<file path="config.mk">
export PLATFORM = sky130hd
export DESIGN_NAME = fcg_gate
export DESIGN_NICKNAME = d
export VERILOG_FILES = /design/src/logic/fcg_pkg.sv /design/src/logic/fcg_regs.sv /design/src/logic/fcg_gate.sv
export SDC_FILE = /design/constraint.sdc
export NUM_CORES = 1
export LEC_CHECK = 0
export ABC_AREA = 1
export BUFFER_PORTS_ARGS = -buffer_cell sky130_fd_sc_hd__buf_2
export CAP_MARGIN = 20
export CORE_UTILIZATION = 25
export DETAILED_ROUTE_END_ITERATION = 12
export GPL_TIMING_DRIVEN = 1
export HOLD_SLACK_MARGIN = 0.02
export SLEW_MARGIN = 20
export SYNTH_ARGS = -nofsm -noshare
export SYNTH_HDL_FRONTEND = slang
export SYNTH_SLANG_ARGS = --single-unit
export TNS_END_PERCENT = 10
</file>
<file path="constraint.sdc">
create_clock -name CORE_CLK -period 1.6 [get_ports CORE_CLK]
set_input_delay 0.32 -clock CORE_CLK [delete_from_list [all_inputs] [get_ports CORE_CLK]]
set_output_delay 0.32 -clock CORE_CLK [all_outputs]
set_load 0.01 [all_outputs]
</file>
<file path="src/logic/fcg_pkg.sv">
// Package: addresses, reset values and decode targets for the flash register gate
package fcg_pkg;
  localparam logic [16:0] ADDR_FLASH_CONTROL = 17'h0_FF80;
  localparam logic [16:0] ADDR_ERASE_SEL_1   = 17'h0_FF82;
  localparam logic [16:0] ADDR_ERASE_SEL_2   = 17'h0_FF83;
  localparam logic [16:0] PROG_BEYOND_LO     = 17'h0_8000;
  localparam logic [16:0] PROG_BEYOND_HI     = 17'h1_FFFF;
  localparam logic [7:0]  FLASH_CONTROL_RST  = 8'h80;
  localparam logic [7:0]  ERASE_SEL_RST      = 8'h00;
  localparam logic [7:0]  RESERVED_READ      = 8'hFF;
  localparam int          VOLT_FLAG_BIT      = 7;
  localparam logic [1:0]  MODE_ONE           = 2'h1;
  localparam logic [1:0]  MODE_TWO           = 2'h2;
  localparam logic [1:0]  MODE_THREE         = 2'h3;
  // Access targets, one-hot
  typedef enum logic [2:0] {
    TGT_REG  = 3'b001,
    TGT_RSVD = 3'b010,
    TGT_EXT  = 3'b100
  } fcg_target_type;
endpackage

</file>
<file path="src/logic/fcg_regs.sv">
// Register bank for the three flash control registers
`timescale 1ns/1ps
`default_nettype none
module fcg_regs (
  input  wire logic       clk,
  input  wire logic       arst_n,
  input  wire logic       wr_en,
  input  wire logic [1:0] wr_sel,
  input  wire logic [7:0] wr_data,
  input  wire logic       vpp_flag,
  input  wire logic [1:0] rd_sel,
  output logic      [7:0] rd_data
);
  logic [7:0] ctl_r, ctl_nxt;
  logic [7:0] eb1_r, eb1_nxt;
  logic [7:0] eb2_r, eb2_nxt;
  logic [7:0] rd_nxt;

  // Next values; the top control bit mirrors the voltage flag, not software
  always_comb begin
    ctl_nxt = ctl_r;
    eb1_nxt = eb1_r;
    eb2_nxt = eb2_r;
    if (wr_en) begin
      unique case (wr_sel)
        2'd0:    ctl_nxt = wr_data;
        2'd1:    eb1_nxt = wr_data;
        2'd2:    eb2_nxt = wr_data;
        default: ctl_nxt = ctl_r;
      endcase
    end
    ctl_nxt[fcg_pkg::VOLT_FLAG_BIT] = vpp_flag;
    unique case (rd_sel)
      2'd0:    rd_nxt = ctl_r;
      2'd1:    rd_nxt = eb1_r;
      2'd2:    rd_nxt = eb2_r;
      default: rd_nxt = fcg_pkg::RESERVED_READ;
    endcase
  end

  // Registered state and read data
  always_ff @(posedge clk or negedge arst_n) begin
    if (!arst_n) begin
      ctl_r   <= fcg_pkg::FLASH_CONTROL_RST;
      eb1_r   <= fcg_pkg::ERASE_SEL_RST;
      eb2_r   <= fcg_pkg::ERASE_SEL_RST;
      rd_data <= fcg_pkg::RESERVED_READ;
    end else begin
      ctl_r   <= ctl_nxt;
      eb1_r   <= eb1_nxt;
      eb2_r   <= eb2_nxt;
      rd_data <= rd_nxt;
    end
  end
endmodule
`default_nettype wire

</file>
<file path="src/logic/fcg_gate.sv">
// Top: access gate and decode for the flash control registers
// How it works
// RULE_01: Control registers sit at FF80, FF82, FF83 and only with high voltage.
// RULE_02: With high voltage, modes 2 and 3 reach registers (control resets 80), mode 1 reads FF.
// RULE_03: Mode 2 without high voltage sends these accesses to external space.
// RULE_04: Mode 3 without high voltage is a reserved area that reads FF and ignores writes.
// RULE_05: The voltage-present flag follows the pin's threshold comparator.
// RULE_06: While the flag is set, writes to all three registers are accepted in every mode except mode 1; code drops them in programmer mode and standby.
// RULE_07: A low standby level on the shared pin forces hardware standby in every mode.
// RULE_08: In programmer mode reads from 8000 to 1FFFF return FF.
// RULE_09: The host holds reset low ten clocks before changing the voltage.
// RULE_10: At power-up the host holds reset through oscillator settling first.
// RULE_11: The host changes the voltage only in reset or when not fetching flash.
// RULE_12: The host does not read flash during a voltage transition.
// RULE_13: The host keeps program and erase bits clear across voltage changes.
// RULE_14: The host starts the watchdog before setting program or erase.
// RULE_15: In mode 2 the host confirms high voltage before accessing the registers.
// RULE_16: Mode and flag are decoded combinationally on each access cycle.
`timescale 1ns/1ps
`default_nettype none
module fcg_gate (
  input  wire logic        CORE_CLK,
  input  wire logic        ARST_N,
  input  wire logic        VPP_HIGH,
  input  wire logic        HALT_PIN_N,
  input  wire logic [1:0]  MODE_PINS,
  input  wire logic        PROG_MODE,
  input  wire logic        ACC_VALID,
  input  wire logic        ACC_WRITE,
  input  wire logic [16:0] ACC_ADDR,
  input  wire logic [7:0]  ACC_WDATA,
  output logic      [7:0]  ACC_RDATA,
  output logic             ACC_EXT,
  output logic             RD_VALID,
  output logic             VPP_FLAG,
  output logic             STANDBY
);
  fcg_pkg::fcg_target_type tgt;
  logic       hit;
  logic       beyond;
  logic [1:0] sel;
  logic       reg_wr;
  logic [1:0] rd_pick;
  logic       ext_nxt, rv_nxt, rsvd_nxt;
  logic       flag_nxt, hardware_halt_pin_nxt;

  // Design notes for whoever picks this up next:
  // - Decode looks at the registered flag, so a pin change is seen one
  //   cycle late; that costs nothing because the host may only move the
  //   voltage in reset or while the core is not fetching flash.
  // - Control bit 7 is not software state: it shows the flag so that
  //   firmware in modes 2 and 3 can see the voltage directly.
  // - Mode 3 without voltage reads all ones on every bit, so software
  //   must compare the whole byte, not bit 7, to detect the voltage.
  // - Addresses next to the window, such as the hole at FF81, read all
  //   ones rather than floating data.
  // - Read data leave the bank's own flop, so the pin stays glitch free
  //   even while the decode inputs are still settling.

  // Address decode of the register window
  function automatic logic [1:0] reg_index(input logic [16:0] a);
    if (a == fcg_pkg::ADDR_FLASH_CONTROL) reg_index = 2'd0;
    else if (a == fcg_pkg::ADDR_ERASE_SEL_1) reg_index = 2'd1;
    else if (a == fcg_pkg::ADDR_ERASE_SEL_2) reg_index = 2'd2;
    else reg_index = 2'd3;
  endfunction

  // ==========================================================
  // Target decode, combinational per access
  always_comb begin
    sel    = reg_index(ACC_ADDR);                  // see RULE_01
    hit    = (sel != 2'd3);
    beyond = (ACC_ADDR >= fcg_pkg::PROG_BEYOND_LO) &&
             (ACC_ADDR <= fcg_pkg::PROG_BEYOND_HI);
    tgt    = fcg_pkg::TGT_EXT;
    if (VPP_FLAG) begin
      if (MODE_PINS == fcg_pkg::MODE_ONE)
        tgt = fcg_pkg::TGT_RSVD;                   // see RULE_02
      else
        tgt = fcg_pkg::TGT_REG;                    // see RULE_16
    end else if (MODE_PINS == fcg_pkg::MODE_THREE) begin
      tgt = fcg_pkg::TGT_RSVD;                     // see RULE_04
    end else begin
      tgt = fcg_pkg::TGT_EXT;                      // see RULE_03
    end
    // Writes land only with the flag set and not in standby
    reg_wr = ACC_VALID && ACC_WRITE && hit && !PROG_MODE && STANDBY == 1'b0
             && tgt == fcg_pkg::TGT_REG;           // see RULE_06
    ext_nxt  = ACC_VALID && hit && !PROG_MODE && !STANDBY
               && tgt == fcg_pkg::TGT_EXT;
    rv_nxt   = ACC_VALID && !ACC_WRITE && !STANDBY;
    rsvd_nxt = PROG_MODE ? beyond                  // see RULE_08
             : !(hit && tgt == fcg_pkg::TGT_REG);
    // Reserved or idle cycles pick the all-ones read path of the bank
    rd_pick  = (rv_nxt && !rsvd_nxt) ? sel : 2'd3;
    flag_nxt = VPP_HIGH;                           // see RULE_05
    hardware_halt_pin_nxt = !HALT_PIN_N;                        // see RULE_07
  end

  fcg_regs u_regs (
    .clk      (CORE_CLK),
    .arst_n   (ARST_N),
    .wr_en    (reg_wr),
    .wr_sel   (sel),
    .wr_data  (ACC_WDATA),
    .vpp_flag (VPP_FLAG),
    .rd_sel   (rd_pick),
    .rd_data  (ACC_RDATA)
  );

  // ==========================================================
  // Status and handshake flops
  always_ff @(posedge CORE_CLK or negedge ARST_N) begin
    if (!ARST_N) begin
      VPP_FLAG <= 1'b0;
      STANDBY  <= 1'b0;
      ACC_EXT  <= 1'b0;
      RD_VALID <= 1'b0;
    end else begin
      VPP_FLAG <= flag_nxt;
      STANDBY  <= hardware_halt_pin_nxt;
      ACC_EXT  <= ext_nxt;
      RD_VALID <= rv_nxt;
    end
  end

  // ==========================================================
  // Checks
  a_mode1_rsvd_read: assert property (@(posedge CORE_CLK) disable iff (!ARST_N)
    ACC_VALID && !ACC_WRITE && !PROG_MODE && !STANDBY && VPP_FLAG
    && MODE_PINS == fcg_pkg::MODE_ONE && ACC_ADDR == fcg_pkg::ADDR_ERASE_SEL_1
    |=> RD_VALID && ACC_RDATA == fcg_pkg::RESERVED_READ)
    else $error("mode one register read not all ones"); // see RULE_02
  a_mode2_ext_route: assert property (@(posedge CORE_CLK) disable iff (!ARST_N)
    ACC_VALID && !PROG_MODE && !STANDBY && !VPP_FLAG
    && MODE_PINS == fcg_pkg::MODE_TWO
    && ACC_ADDR == fcg_pkg::ADDR_FLASH_CONTROL |=> ACC_EXT)
    else $error("mode two access not external"); // see RULE_03
  a_mode3_rsvd_read: assert property (@(posedge CORE_CLK) disable iff (!ARST_N)
    ACC_VALID && !ACC_WRITE && !PROG_MODE && !STANDBY && !VPP_FLAG
    && MODE_PINS == fcg_pkg::MODE_THREE
    |=> ACC_RDATA == fcg_pkg::RESERVED_READ && !ACC_EXT)
    else $error("mode three reserved read wrong"); // see RULE_04
  a_flag_follows: assert property (@(posedge CORE_CLK) disable iff (!ARST_N)
    VPP_HIGH != $past(VPP_HIGH) |=> VPP_FLAG == $past(VPP_HIGH))
    else $error("voltage flag lags pin"); // see RULE_05
  a_write_readback: assert property (@(posedge CORE_CLK) disable iff (!ARST_N)
    ACC_VALID && ACC_WRITE && !PROG_MODE && !STANDBY && VPP_FLAG
    && MODE_PINS == fcg_pkg::MODE_THREE && ACC_ADDR == fcg_pkg::ADDR_ERASE_SEL_2
    ##1 ACC_VALID && !ACC_WRITE && !STANDBY && VPP_FLAG && !PROG_MODE
    && MODE_PINS == fcg_pkg::MODE_THREE && ACC_ADDR == fcg_pkg::ADDR_ERASE_SEL_2
    |=> ACC_RDATA == $past(ACC_WDATA, 2))
    else $error("erase select write lost"); // see RULE_06
  a_standby_pin: assert property (@(posedge CORE_CLK) disable iff (!ARST_N)
    !HALT_PIN_N |=> STANDBY)
    else $error("standby not entered"); // see RULE_07
  a_prog_beyond: assert property (@(posedge CORE_CLK) disable iff (!ARST_N)
    ACC_VALID && !ACC_WRITE && PROG_MODE && !STANDBY
    && ACC_ADDR >= fcg_pkg::PROG_BEYOND_LO
    |=> RD_VALID && ACC_RDATA == fcg_pkg::RESERVED_READ)
    else $error("programmer read beyond array not FF"); // see RULE_08
  a_no_flag_no_reg: assert property (@(posedge CORE_CLK) disable iff (!ARST_N)
    !VPP_FLAG |-> !reg_wr)
    else $error("register write without voltage"); // see RULE_01

  // ==========================================================
  // Further checks on blocking, routing and answer shape
  // Standby swallows every access, so no answer may follow it
  a_standby_quiet: assert property ( // see RULE_07
    @(posedge CORE_CLK) disable iff (!ARST_N)
    STANDBY |=> !RD_VALID && !ACC_EXT)
    else $error("answer given in standby");
  // Standby ends one cycle after the pin returns high
  a_standby_leave: assert property ( // see RULE_07
    @(posedge CORE_CLK) disable iff (!ARST_N)
    HALT_PIN_N |=> !STANDBY)
    else $error("standby not left");
  // The flag must drop with the comparator, or writes stay open
  a_flag_clear: assert property ( // see RULE_05
    @(posedge CORE_CLK) disable iff (!ARST_N)
    !VPP_HIGH |=> !VPP_FLAG)
    else $error("voltage flag stuck high");
  // Every read outside standby is answered exactly one cycle later
  a_read_answer: assert property ( // see RULE_16
    @(posedge CORE_CLK) disable iff (!ARST_N)
    ACC_VALID && !ACC_WRITE && !STANDBY |=> RD_VALID)
    else $error("read not answered");
  // Writes give no read answer
  a_write_silent: assert property ( // see RULE_16
    @(posedge CORE_CLK) disable iff (!ARST_N)
    ACC_VALID && ACC_WRITE |=> !RD_VALID)
    else $error("write answered as read");
  // With voltage in mode 2 the window stays internal
  a_mode2_reg_read: assert property ( // see RULE_02
    @(posedge CORE_CLK) disable iff (!ARST_N)
    ACC_VALID && !PROG_MODE && !STANDBY && VPP_FLAG
    && MODE_PINS == fcg_pkg::MODE_TWO && ACC_ADDR == fcg_pkg::ADDR_ERASE_SEL_2
    |=> !ACC_EXT)
    else $error("mode two register access went external");
  // Mode 1 with voltage is reserved, so nothing may be written
  a_mode1_no_write: assert property ( // see RULE_02
    @(posedge CORE_CLK) disable iff (!ARST_N)
    VPP_FLAG && MODE_PINS == fcg_pkg::MODE_ONE |-> !reg_wr)
    else $error("mode one register written");
  // Only the three register addresses are ever rerouted
  a_ext_only_window: assert property ( // see RULE_03
    @(posedge CORE_CLK) disable iff (!ARST_N)
    ACC_VALID && !hit |=> !ACC_EXT)
    else $error("external route outside window");
  // Programmer mode never writes the bank
  a_prog_no_write: assert property ( // see RULE_08
    @(posedge CORE_CLK) disable iff (!ARST_N)
    PROG_MODE |-> !reg_wr)
    else $error("register written in programmer mode");
  // Programmer mode never routes to external space
  a_prog_no_ext: assert property ( // see RULE_08
    @(posedge CORE_CLK) disable iff (!ARST_N)
    ACC_VALID && PROG_MODE |=> !ACC_EXT)
    else $error("programmer access went external");
endmodule
`default_nettype wire

</file>
==> results of run 1 <==
## final cells by class
type                            instances  share of cell area [%]
Sequential cell                        36                    39.5
Tap cell                               80                    4.33
Multi-Input combinational cell        138                    29.6
Clock inverter                          2                    1.52
Timing Repair Buffer                   62                    16.5
Inverter                               34                    5.52
Clock buffer                            6                    3.14
## cell families (layout without fill, tap and decap cells)
logic type | after synthesis | in the layout | share of synthesized area (%)
buf+inv | 38 | 104 | 8.73
compound gates | 25 | 25 | 7.52
flops | 36 | 36 | 52.2
simple gates | 113 | 113 | 31.6
## flip-flops by register name, indices dropped and copies added (netlist names)
| register | count |
|---|---|
| RD_VALID | 1 |
| VPP_FLAG | 1 |
| u_regs.eb2_r | 8 |
| ACC_EXT | 1 |
| u_regs.eb1_r | 8 |
| STANDBY | 1 |
| u_regs.rd_data | 8 |
| u_regs.ctl_r | 8 |
## synth_stat cells, types with 2 or more instances
cell / instances / area, um^2
o21ai_1: 4 / 20.0
nor3_1: 2 / 10.0
buf_2: 2 / 10.0
nor2_1: 28 / 105
inv_1: 32 / 120
inv_2: 2 / 7.51
nor2_4: 3 / 33.8
o21ai_0: 19 / 95.1
dfstp_2: 9 / 236
dfrtp_1: 27 / 676
nand2_1: 46 / 173
nand4_1: 16 / 100
nand3_1: 11 / 55.1
nor2_2: 2 / 12.5
## through the flow
stage,utilization (%),hold slack [ps],setup TNS (ps),cells,setup WS [ps]
after floorplan,-,24.4,0,212,147
after global placement,32.5,293,0,349,1.03
after detailed placement,32.5,293,-78.5,349,-18.9
after CTS,34.2,139,0,358,170
after global routing,34.2,139,0,358,44.4
final,34.2,146,0,358,201
## per-layer routing
layer / GRT usage, % / up-vias / wire length, um
met2: 20.5 / 17 / 1930
met5: 0 / - / 0
met1: 14.5 / 696 / 1850
met3: 2.31 / 7 / 150
met4: 5.00 / 0 / 65
li1: - / 805 / -
## worst paths after layout
kind	end	slack [ps]	cells after the start
max	u_regs.ctl_r[6]$_DFFE_PN0P_	200	8
min in group asynchronous	RD_VALID$_DFF_PN0_	520	3
min	VPP_FLAG$_DFF_PN0_	150	1
max reg2reg	u_regs.ctl_r[6]$_DFFE_PN0P_	200	8
min reg2reg	u_regs.ctl_r[7]$_DFF_PN1_	420	0
max in group asynchronous	u_regs.ctl_r[7]$_DFF_PN1_	830	3
## worst max-delay path: stages, from the launching register on
cell and delay, ps:
dfrtp_1 370, nor2_1 100, inv_1 60, nor2_1 90
buf_4 140, nand3_4 120, nor2_4 270, nand2_1 100
o21ai_1 80
## power groups by stage
| stage | Clock, mW | Sequential, mW | Combinational, mW |
|---|---|---|---|
| 2_1_floorplan | 0 | 0.937 | 0.0394 |
| 3_3_place_gp | 0 | 0.936 | 0.137 |
| 3_5_place_dp | 0 | 0.936 | 0.139 |
| 4_1_cts | 0.797 | 0.919 | 0.141 |
| 5_1_grt | 0.831 | 0.919 | 0.159 |
| 6_report | 0.770 | 0.919 | 0.138 |
## timing repair
item | in CTS | in global routing
hold endpoints to repair | 27 | 0
endpoints found under the setup margin | 0 | 0
hold buffers | 1 | 0
==> qor.tcl, run 1 <==
set qor(outcome) {completed}
set qor(die_h_um) 85.6
set qor(p_int_mw) 1.44
set qor(globalplace.congestion) 0.791
set qor(seq_power_share_pct) 50.3
set qor(ir_worst_vdd_uv) 246
set qor(crit_path_end_kind) {register}
set qor(clkTransAtPathRegs_ps) 70
set qor(power-per-cell-area_nw_per_um2) 790
set qor(grt_first_pass_wirelength_um) 6900
set qor(rows) 30
set qor(layout-drive-gt1-share_pct) 32.0
set qor(core_area_um2) 6760
set qor(design_power_total_mw) 1.83
set qor(cts_max_level) 2
set qor(clock_insertion_delay_worst_skew_ps) 280
set qor(cts_tree) {built}
set qor(total_length_of_routed_wires_um) 4000
set qor(antenna_cells_inserted) 0
set qor(power.clock.fraction_pct) 42.1
set qor(floorplan.io_pins) 46
set qor(dieArea_um2) 7330
set qor(initial_core_util_pct) 25.9
set qor(asyncSetResetFlopFracSynth_pct) 100
set qor(setup.worst_path.class) {reg2reg}
set qor(postSynthAreaPerCell_um2) 8.24
set qor(root_buffer) {clkbuf_8}
set qor(syn_inst_count) 212
set qor(post-route-cell-area_um2) 2310
set qor(final_common_cell) {nand2_1}
set qor(rr_startpoint) {STANDBY$_DFF_PN0_}
set qor(timing.critical_path.required_ps) 1810
set qor(switching_power_mw) 0.388
set qor(final.setup_skew_ps) 5.43
set qor(fmaxAchievable_mhz) 715
set qor(synth_flop_cell) {dfrtp_1}
set qor(max_slew.worst_pin.slew_ps) 295
set qor(layout.filler_cells) 731
set qor(drv_slew) 0
set qor(post-cts-setup-buffers) 0
set qor(detailed_place.area_um2) 2190
set qor(antenna_violations_before_repair) 0
set qor(first_pass_iters) 4
set qor(final_cell_mix) {nand2_1, buf_2, inv_1, nor2_1, dfrtp_1}
set qor(viasPerCell) 4.26
set qor(synthDistinctLibCells) 23
set qor(final_min_period_over_clock_period_pct) 87.4
set qor(drv_cap) 0
set qor(setup_viol) 0
set qor(cp.arrival_ps) 1610
set qor(layout.area.seq_um2) 912
set qor(cts.repair.resized) 0
set qor(timing.final.crit_period_ps) 1400
set qor(die_w_um) 85.6
set qor(synthesis_warning_total) 0
set qor(grt_util_all_layers_pct) 11.9
set qor(cts_max_path_buffers) 2
set qor(cts_inserted_buffers) 5
set qor(dr_iter_0_viols) 93
set qor(route.antenna.remaining_nets) 0
set qor(share_of_power_burned_in_combinational_logic_pct) 7.6
set qor(hpwl_um) 3160
set qor(power.static_leakage_nw) 1.21
set qor(synth-edff-count) 0
set qor(critical_path.startpoint) {STANDBY$_DFF_PN0_}
set qor(buffer_ports.inserted) 45
set qor(drc) 0
set qor(switching_share_pct) 21.2
set qor(synth_seq_area_share_pct) 52.2
set qor(rsz0062_at_grt) {no}
set qor(detailroute.via_count) 1525
set qor(crit_path_start_kind) {register}
set qor(worst_path_max_fanout) 14
set qor(multi_input_area_um2) 683
set qor(hp-start) {VPP_HIGH}
set qor(largest_net_degree_at_the_start_of_global_routing) 37
set qor(layout-area-overhead-vs-synth_pct) 32.2
set qor(synth_seq_cells) 36
set qor(numClockSinks) 36
set qor(vias_in_the_first_global_route) 1528
set qor(report.final.hold_viol_count) 0
set qor(maxSlewHeadroom_pct) 80.3
set qor(postSynthNetCount) 246
set qor(finish.net_count) 311
set qor(post_synth_instance_area_um2) 1750
set qor(gr-total-overflow) 0
set qor(min-delay-path-class) {in2reg}
set qor(routed_len_inst_um) 11.2
Power figures use the tool's default switching activity.
==> inputs of run 2 (changes only) <==
--- a/config.mk
+++ b/config.mk
@@ -12,6 +12,7 @@
 export DETAILED_ROUTE_END_ITERATION = 12
 export GPL_TIMING_DRIVEN = 1
 export HOLD_SLACK_MARGIN = 0.02
+export REMOVE_ABC_BUFFERS = 1
 export SLEW_MARGIN = 20
 export SYNTH_ARGS = -nofsm -noshare
 export SYNTH_HDL_FRONTEND = slang
==> run 2 against run 1 <==
Against the previous run:
- clock skew is 1.4 ps lower
- clock power grew 1%
- core utilization up 0.074 points
- total power increased by 0.19%
- largest cell class unchanged
- critical path depth shrank 2
- global-route usage rose by 0.55 points
==> qor.tcl, run 2 (synthesis results as in run 1) <==
set qor(outcome) {completed}
set qor(postLayoutSetupSlackWorst_ps) 169 ;# -32.8 ps
set qor(dieArea_um2) 7330 ;# unchanged
set qor(initial_core_util_pct) 25.9 ;# unchanged
set qor(design_power_total_mw) 1.83 ;# +0.19%
set qor(dr_iter_0_viols) 102 ;# +9.7%
set qor(fmaxAchievable_mhz) 699 ;# -2.3%
set qor(cts_max_path_buffers) 2 ;# unchanged
set qor(grt_util_all_layers_pct) 12.4 ;# +0.55 points
set qor(final_common_cell) {nand2_1}
set qor(preCtsSetupSlack_ps) -32.3 ;# -13.4 ps
set qor(total_length_of_routed_wires_um) 4350 ;# +8.6%
set qor(setup.worst_path.class) {reg2reg}
set qor(min-delay-path-class) {in2async}
set qor(antenna_cells_inserted) 0 ;# unchanged
set qor(detailroute.via_count) 1581 ;# +3.7%
set qor(crit_path_end_kind) {register}
set qor(globalplace.congestion) 0.775 ;# -1.9%
set qor(rows) 30 ;# unchanged
set qor(largest_net_degree_at_the_start_of_global_routing) 37 ;# unchanged
set qor(drv_cap) 0 ;# unchanged
set qor(post-cts-setup-buffers) 0 ;# unchanged
set qor(die_w_um) 85.6 ;# unchanged
set qor(floorplan.io_pins) 46 ;# unchanged
set qor(drv_slew) 0 ;# unchanged
set qor(fin_util_pct) 34.3 ;# +0.074 points
set qor(clkTransAtPathRegs_ps) 70 ;# about the same
set qor(timing.rr.end) {u_regs.eb1_r[5]$_DFFE_PN0P_}
set qor(cts_max_level) 2 ;# unchanged
set qor(final-instance-count-excl-fill) 359 ;# +0.28%
set qor(power.static_leakage_nw) 1.21 ;# +0.63%
set qor(core_area_um2) 6760 ;# unchanged
set qor(final.setup_skew_ps) 4.00 ;# -1.43 ps
set qor(worst_path_max_fanout) 6 ;# -8
set qor(dp.cells) 351 ;# +0.57%
set qor(buffer_ports.inserted) 45 ;# unchanged
set qor(routed_len_inst_um) 12.1 ;# +8.3%
set qor(cts.repair.resized) 0 ;# unchanged
set qor(viasPerCell) 4.40 ;# +3.4%
set qor(timing.final.crit_period_ps) 1430 ;# +32.8 ps
set qor(layout.filler_cells) 722 ;# -1.2%
set qor(cts_tree) {built}
set qor(antenna_violations_before_repair) 0 ;# unchanged
set qor(cts_inserted_buffers) 5 ;# unchanged
set qor(rsz0062_at_grt) {no}
set qor(crit_path_start_kind) {register}
set qor(cp.arrival_ps) 1610 ;# about the same
set qor(layout-drive-gt1-share_pct) 32.6 ;# +0.60 points
set qor(rr_startpoint) {VPP_FLAG$_DFF_PN0_}
set qor(final_cell_mix) {nand2_1, buf_2, inv_1, nor2_1, dfrtp_1}
set qor(grt_first_pass_wirelength_um) 7110 ;# +3.0%
set qor(setup_viol) 0 ;# unchanged
set qor(r2r_depth) 6 ;# -2
set qor(clock_insertion_delay_worst_skew_ps) 280 ;# about the same
set qor(first_pass_iters) 4 ;# unchanged
set qor(r2r_setup_slack_ps) 170 ;# -30 ps
set qor(vias_in_the_first_global_route) 1567 ;# +2.6%
set qor(layout-area-overhead-vs-synth_pct) 32.5
set qor(post_cts_hold_buffer_count) 0 ;# -1
set qor(multi_input_area_um2) 683 ;# unchanged
set qor(report.final.hold_viol_count) 0 ;# unchanged
set qor(numClockSinks) 36 ;# unchanged
set qor(route.antenna.remaining_nets) 0 ;# unchanged
set qor(ir_worst_vdd_uv) 309 ;# +26%
set qor(hpwl_um) 3140 ;# -0.63%
set qor(maxSlewHeadroom_pct) 69.4 ;# -11 points
set qor(final_min_period_over_clock_period_pct) 89.5 ;# +2.0 points
set qor(timing.critical_path.required_ps) 1770 ;# -40 ps
set qor(layout.area.seq_um2) 912 ;# unchanged
set qor(max_slew.worst_pin.slew_ps) 459 ;# +164 ps
set qor(gr-total-overflow) 0 ;# unchanged
set qor(power-per-cell-area_nw_per_um2) 790 ;# about the same
set qor(root_buffer) {clkbuf_8}
set qor(drc) 0 ;# unchanged
set qor(finish.net_count) 312 ;# +0.32%
set qor(die_h_um) 85.6 ;# unchanged
==> run 2: changes by cell type in the layout (fill, tap and decap cells not counted) <==
cell	before	now
buf_4	14	16
dlygate4sd3_1	1	0
==> run 2: metrics by stage <==
step	setup TNS, ps	area, um^2	hold slack, ps
6_report	0	2320	67.3
5_1_grt	0	2320	97.4
4_1_cts	0	2320	79.6
3_5_place_dp	-195	2210	391
3_3_place_gp	-80.5	2210	393
2_1_floorplan	-1660	1720	24.4
==> run 2: worst max-delay path: stages (launching register included) <==
cell     delay, ps
dfrtp_1        390
nand2_1         80
a21oi_2        250
nand3_4        190
buf_4          180
o21ai_0        160
nand2_1         60
==> run 2: area by class of cell <==
| cell class | instances | area share (%) |
|---|---|---|
| sequential | 36 | 39.4 |
| multi-input combinational | 138 | 29.5 |
| timing repair buffer | 63 | 16.6 |
| inverter | 34 | 5.51 |
| tap | 80 | 4.32 |
| clock buffer | 6 | 3.13 |
| clock inverter | 2 | 1.51 |
==> run 2: per-layer routing <==
metal  vias to the layer above  share of wire [%]  wire length (um)  global-route usage [%]
met5                         -                  0                 0                       0
met4                         0               0.97                42                    3.18
met3                         6                4.5               195                    2.89
met2                        31                 50              2170                    22.0
met1                       738                 45              1940                    15.3
li1                        806                  -                 -                       -
==> run 2: report_power, final <==
part / switching, mW / internal (mW) / total (mW) / leakage [nW]
Sequential: 0.00260 / 0.916 / 0.919 / 0.430
Combinational: 0.0770 / 0.0535 / 0.130 / 0.728
Clock: 0.318 / 0.462 / 0.781 / 0.0552
Total: 0.398 / 1.43 / 1.83 / 1.21
==> run 2: worst max path at each step <==
stage,startpoint,end,slack [ps],cells after the start
detailed placement,ACC_ADDR[7],u_regs.eb2_r[5]$_DFFE_PN0P_,-30,11
CTS,VPP_FLAG$_DFF_PN0_,u_regs.eb1_r[5]$_DFFE_PN0P_,160,6
global placement,ACC_ADDR[3],u_regs.eb1_r[2]$_DFFE_PN0P_,-10,10
global route,VPP_FLAG$_DFF_PN0_,u_regs.eb1_r[4]$_DFFE_PN0P_,50,6
floorplan,STANDBY$_DFF_PN0_,u_regs.rd_data[0]$_DFF_PN1_,-210,6
finish,VPP_FLAG$_DFF_PN0_,u_regs.eb1_r[5]$_DFFE_PN0P_,170,6
==> inputs of run 3 (changes only) <==
--- a/config.mk
+++ b/config.mk
@@ -6,12 +6,13 @@
 export NUM_CORES = 1
 export LEC_CHECK = 0
 export ABC_AREA = 1
-export BUFFER_PORTS_ARGS = -buffer_cell sky130_fd_sc_hd__buf_2
+export BUFFER_PORTS_ARGS = -buffer_cell sky130_fd_sc_hd__clkbuf_2
 export CAP_MARGIN = 20
-export CORE_UTILIZATION = 25
+export CORE_UTILIZATION = 52
 export DETAILED_ROUTE_END_ITERATION = 12
 export GPL_TIMING_DRIVEN = 1
 export HOLD_SLACK_MARGIN = 0.02
+export PLACE_DENSITY = 0.79
 export REMOVE_ABC_BUFFERS = 1
 export SLEW_MARGIN = 20
 export SYNTH_ARGS = -nofsm -noshare
==> run 3 against run 2 <==
Against the previous run:
- combinational power about the same
- sequential share of layout area grew 0.78 points
- critical endpoint is now u_regs.rd_data[2]$_DFF_PN1_
- cell area shrank 1.9%
- clock skew rose by 4.5 ps
- highest routed layer unchanged
==> qor.tcl, run 3 (synthesis results as in run 1) <==
set qor(fmaxAchievable_mhz) 706 ;# +1.1%
set qor(core_area_um2) 3130 ;# -54%
set qor(route.antenna.remaining_nets) 0 ;# unchanged
set qor(largest_net_degree_at_the_start_of_global_routing) 37 ;# unchanged
set qor(antenna_cells_inserted) 0 ;# unchanged
set qor(die_w_um) 60.0 ;# -30%
set qor(die_h_um) 60.0 ;# -30%
set qor(highest_cell_delay_on_the_worst_timing_path_ps) 420 ;# +30 ps
set qor(final.setup_skew_ps) 8.55 ;# +4.54 ps
set qor(final_cell_mix) {nand2_1, clkbuf_2, inv_1, dfrtp_1, nor2_1}
set qor(buffer_ports.inserted) 45 ;# unchanged
set qor(root_buffer) {clkbuf_4}
set qor(layout.filler_cells) 259 ;# -64%
set qor(max_slew.worst_pin.slew_ps) 433 ;# -25.5 ps
set qor(final_min_period_over_clock_period_pct) 88.5 ;# -0.95 points
set qor(power.static_leakage_nw) 1.23 ;# +0.98%
set qor(total_length_of_routed_wires_um) 3730 ;# -14%
set qor(report.final.hold_viol_count) 0 ;# unchanged
set qor(cts_inserted_buffers) 5 ;# unchanged
set qor(layout.area.seq_um2) 912 ;# unchanged
set qor(fin_util_pct) 72.6 ;# +38 points
set qor(maxSlewHeadroom_pct) 71.1 ;# +1.7 points
set qor(timing.critical_path.required_ps) 1890 ;# +120 ps
set qor(clkTransAtPathRegs_ps) 120 ;# +50 ps
set qor(crit_path_end_kind) {register}
set qor(dieArea_um2) 3600 ;# -51%
set qor(numClockSinks) 36 ;# unchanged
set qor(final.setup.tns_ps) 0 ;# unchanged
set qor(power-per-cell-area_nw_per_um2) 744 ;# -5.9%
set qor(outcome) {completed}
set qor(power.clock.fraction_pct) 37.9 ;# -4.8 points
set qor(cts_max_level) 2 ;# unchanged
set qor(drc) 0 ;# unchanged
set qor(dp.cells) 316 ;# -10%
set qor(multi_input_area_um2) 693 ;# +1.5%
set qor(crit_path_start_kind) {register}
set qor(globalplace.congestion) 0.796 ;# +2.6%
set qor(r2r_setup_slack_ps) 180 ;# +20 ps
set qor(crit_family) {simple AND/OR/NAND/NOR gates}
set qor(hpwl_um) 2680 ;# -15%
set qor(rows) 20 ;# -33%
set qor(drv_cap) 0 ;# unchanged
set qor(gr-total-overflow) 0 ;# unchanged
set qor(ir_worst_vdd_uv) 604 ;# +95%
set qor(final_common_cell) {nand2_1}
set qor(initial_core_util_pct) 55.9 ;# +30 points
set qor(drv_slew) 0 ;# unchanged
set qor(finish.net_count) 314 ;# +0.64%
set qor(crit_slowest_cell) {dfrtp_1}
set qor(switching_share_pct) 23.2 ;# +1.5 points
set qor(viasPerCell) 4.98 ;# +13%
set qor(detailroute.via_count) 1619 ;# +2.4%
set qor(timing.final.crit_period_ps) 1420 ;# -15.1 ps
set qor(setup_viol) 0 ;# unchanged
set qor(grt_util_all_layers_pct) 25.1 ;# +13 points
set qor(switching_power_mw) 0.392 ;# -1.5%
set qor(layout-drive-gt1-share_pct) 33.5 ;# +0.84 points
set qor(cts_tree) {built}
set qor(layout-area-overhead-vs-synth_pct) 29.9
set qor(worst_path_max_fanout) 8 ;# +2
set qor(path_cells) {nand2_1 > a21oi_4 > buf_4 > nand3_1 > nand2_1 > buf_4 > nand4_1 > nand3_1}
set qor(setup.worst_path.class) {reg2reg}
set qor(first_pass_iters) 4 ;# unchanged
set qor(routed_len_inst_um) 11.5 ;# -5.3%
set qor(clock_insertion_delay_worst_skew_ps) 340 ;# +60 ps
set qor(rsz0062_at_grt) {no}
set qor(min-delay-path-class) {in2reg}
set qor(share_of_power_burned_in_combinational_logic_pct) 7.7 ;# +0.6 points
set qor(floorplan.io_pins) 46 ;# unchanged
set qor(grt_first_pass_wirelength_um) 6490 ;# -8.7%
set qor(cp.arrival_ps) 1710 ;# +100 ps
set qor(design_power_total_mw) 1.69 ;# -7.7%
set qor(p_int_mw) 1.30 ;# -9.4%
set qor(final-instance-count-excl-fill) 325 ;# -9.5%
set qor(fin_hold_ws_ps) 83.1 ;# +15.8 ps
set qor(antenna_violations_before_repair) 0 ;# unchanged
set qor(seq_power_share_pct) 54.4 ;# +4.2 points
set qor(bufs_and_invs_on_worst_path) 2 ;# +1
set qor(vias_in_the_first_global_route) 1512 ;# -3.5%
set qor(dr_iter_0_viols) 79 ;# -23%
set qor(cts_max_path_buffers) 2 ;# unchanged
## run 3: cell types whose count changed in the layout (fill, tap and decap cells not counted), moves of 5 or more
cell      before  now
buf_2         45    0
clkbuf_2       0   45
clkbuf_4       0    5
clkbuf_8       5    0
## run 3: metal layers
layer	vias up	share of wire, %	global-route usage, %
li1	815	-	-
met1	741	44	32.5
met5	-	0	0
met2	58	49	41.4
met4	0	1.2	8.64
met3	5	6.4	5.84
## run 3: timing repair
action	4_1_cts	5_1_grt
resized for setup	0	2
endpoints found under the hold margin	27	0
setup buffers	0	0
setup endpoints to repair	0	10
hold buffers	1	0
## run 3: path summary, 6_finish.rpt
| path | start | end | depth (start not counted) |
|---|---|---|---|
| worst max-delay path | VPP_FLAG$_DFF_PN0_ | u_regs.rd_data[2]$_DFF_PN1_ | 8 |
| worst min-delay path | VPP_HIGH | VPP_FLAG$_DFF_PN0_ | 1 |
| worst max register to register | VPP_FLAG$_DFF_PN0_ | u_regs.rd_data[2]$_DFF_PN1_ | 8 |
| worst min register to register | VPP_FLAG$_DFF_PN0_ | u_regs.ctl_r[7]$_DFF_PN1_ | 0 |
| max in group asynchronous | ARST_N | u_regs.ctl_r[7]$_DFF_PN1_ | 3 |
| min in group asynchronous | ARST_N | u_regs.eb1_r[0]$_DFFE_PN0P_ | 3 |
## run 3: final cells by class
cell class / count / share of cell area, %
flip-flops and latches: 36 / 40.2
inverters: 34 / 5.62
clock buffers: 5 / 1.65
well taps: 44 / 2.42
repair buffers: 65 / 17.7
multi-input cells: 138 / 30.5
clock inverters: 3 / 1.87
## run 3: power by group through the flow
stage	sequential, mW	clock, mW	combinational (mW)
2_1_floorplan	0.937	0	0.0381
3_3_place_gp	0.935	0	0.125
3_5_place_dp	0.936	0	0.126
4_1_cts	0.919	0.652	0.129
5_1_grt	0.920	0.690	0.149
6_report	0.919	0.640	0.130
## run 3: metrics by stage
stage	instance area [um^2]	setup WS, ps
global placement	2170	8.00
CTS	2260	139
finish	2270	184
detailed placement	2170	-36.1
floorplan	1720	-208
global route	2270	20.5
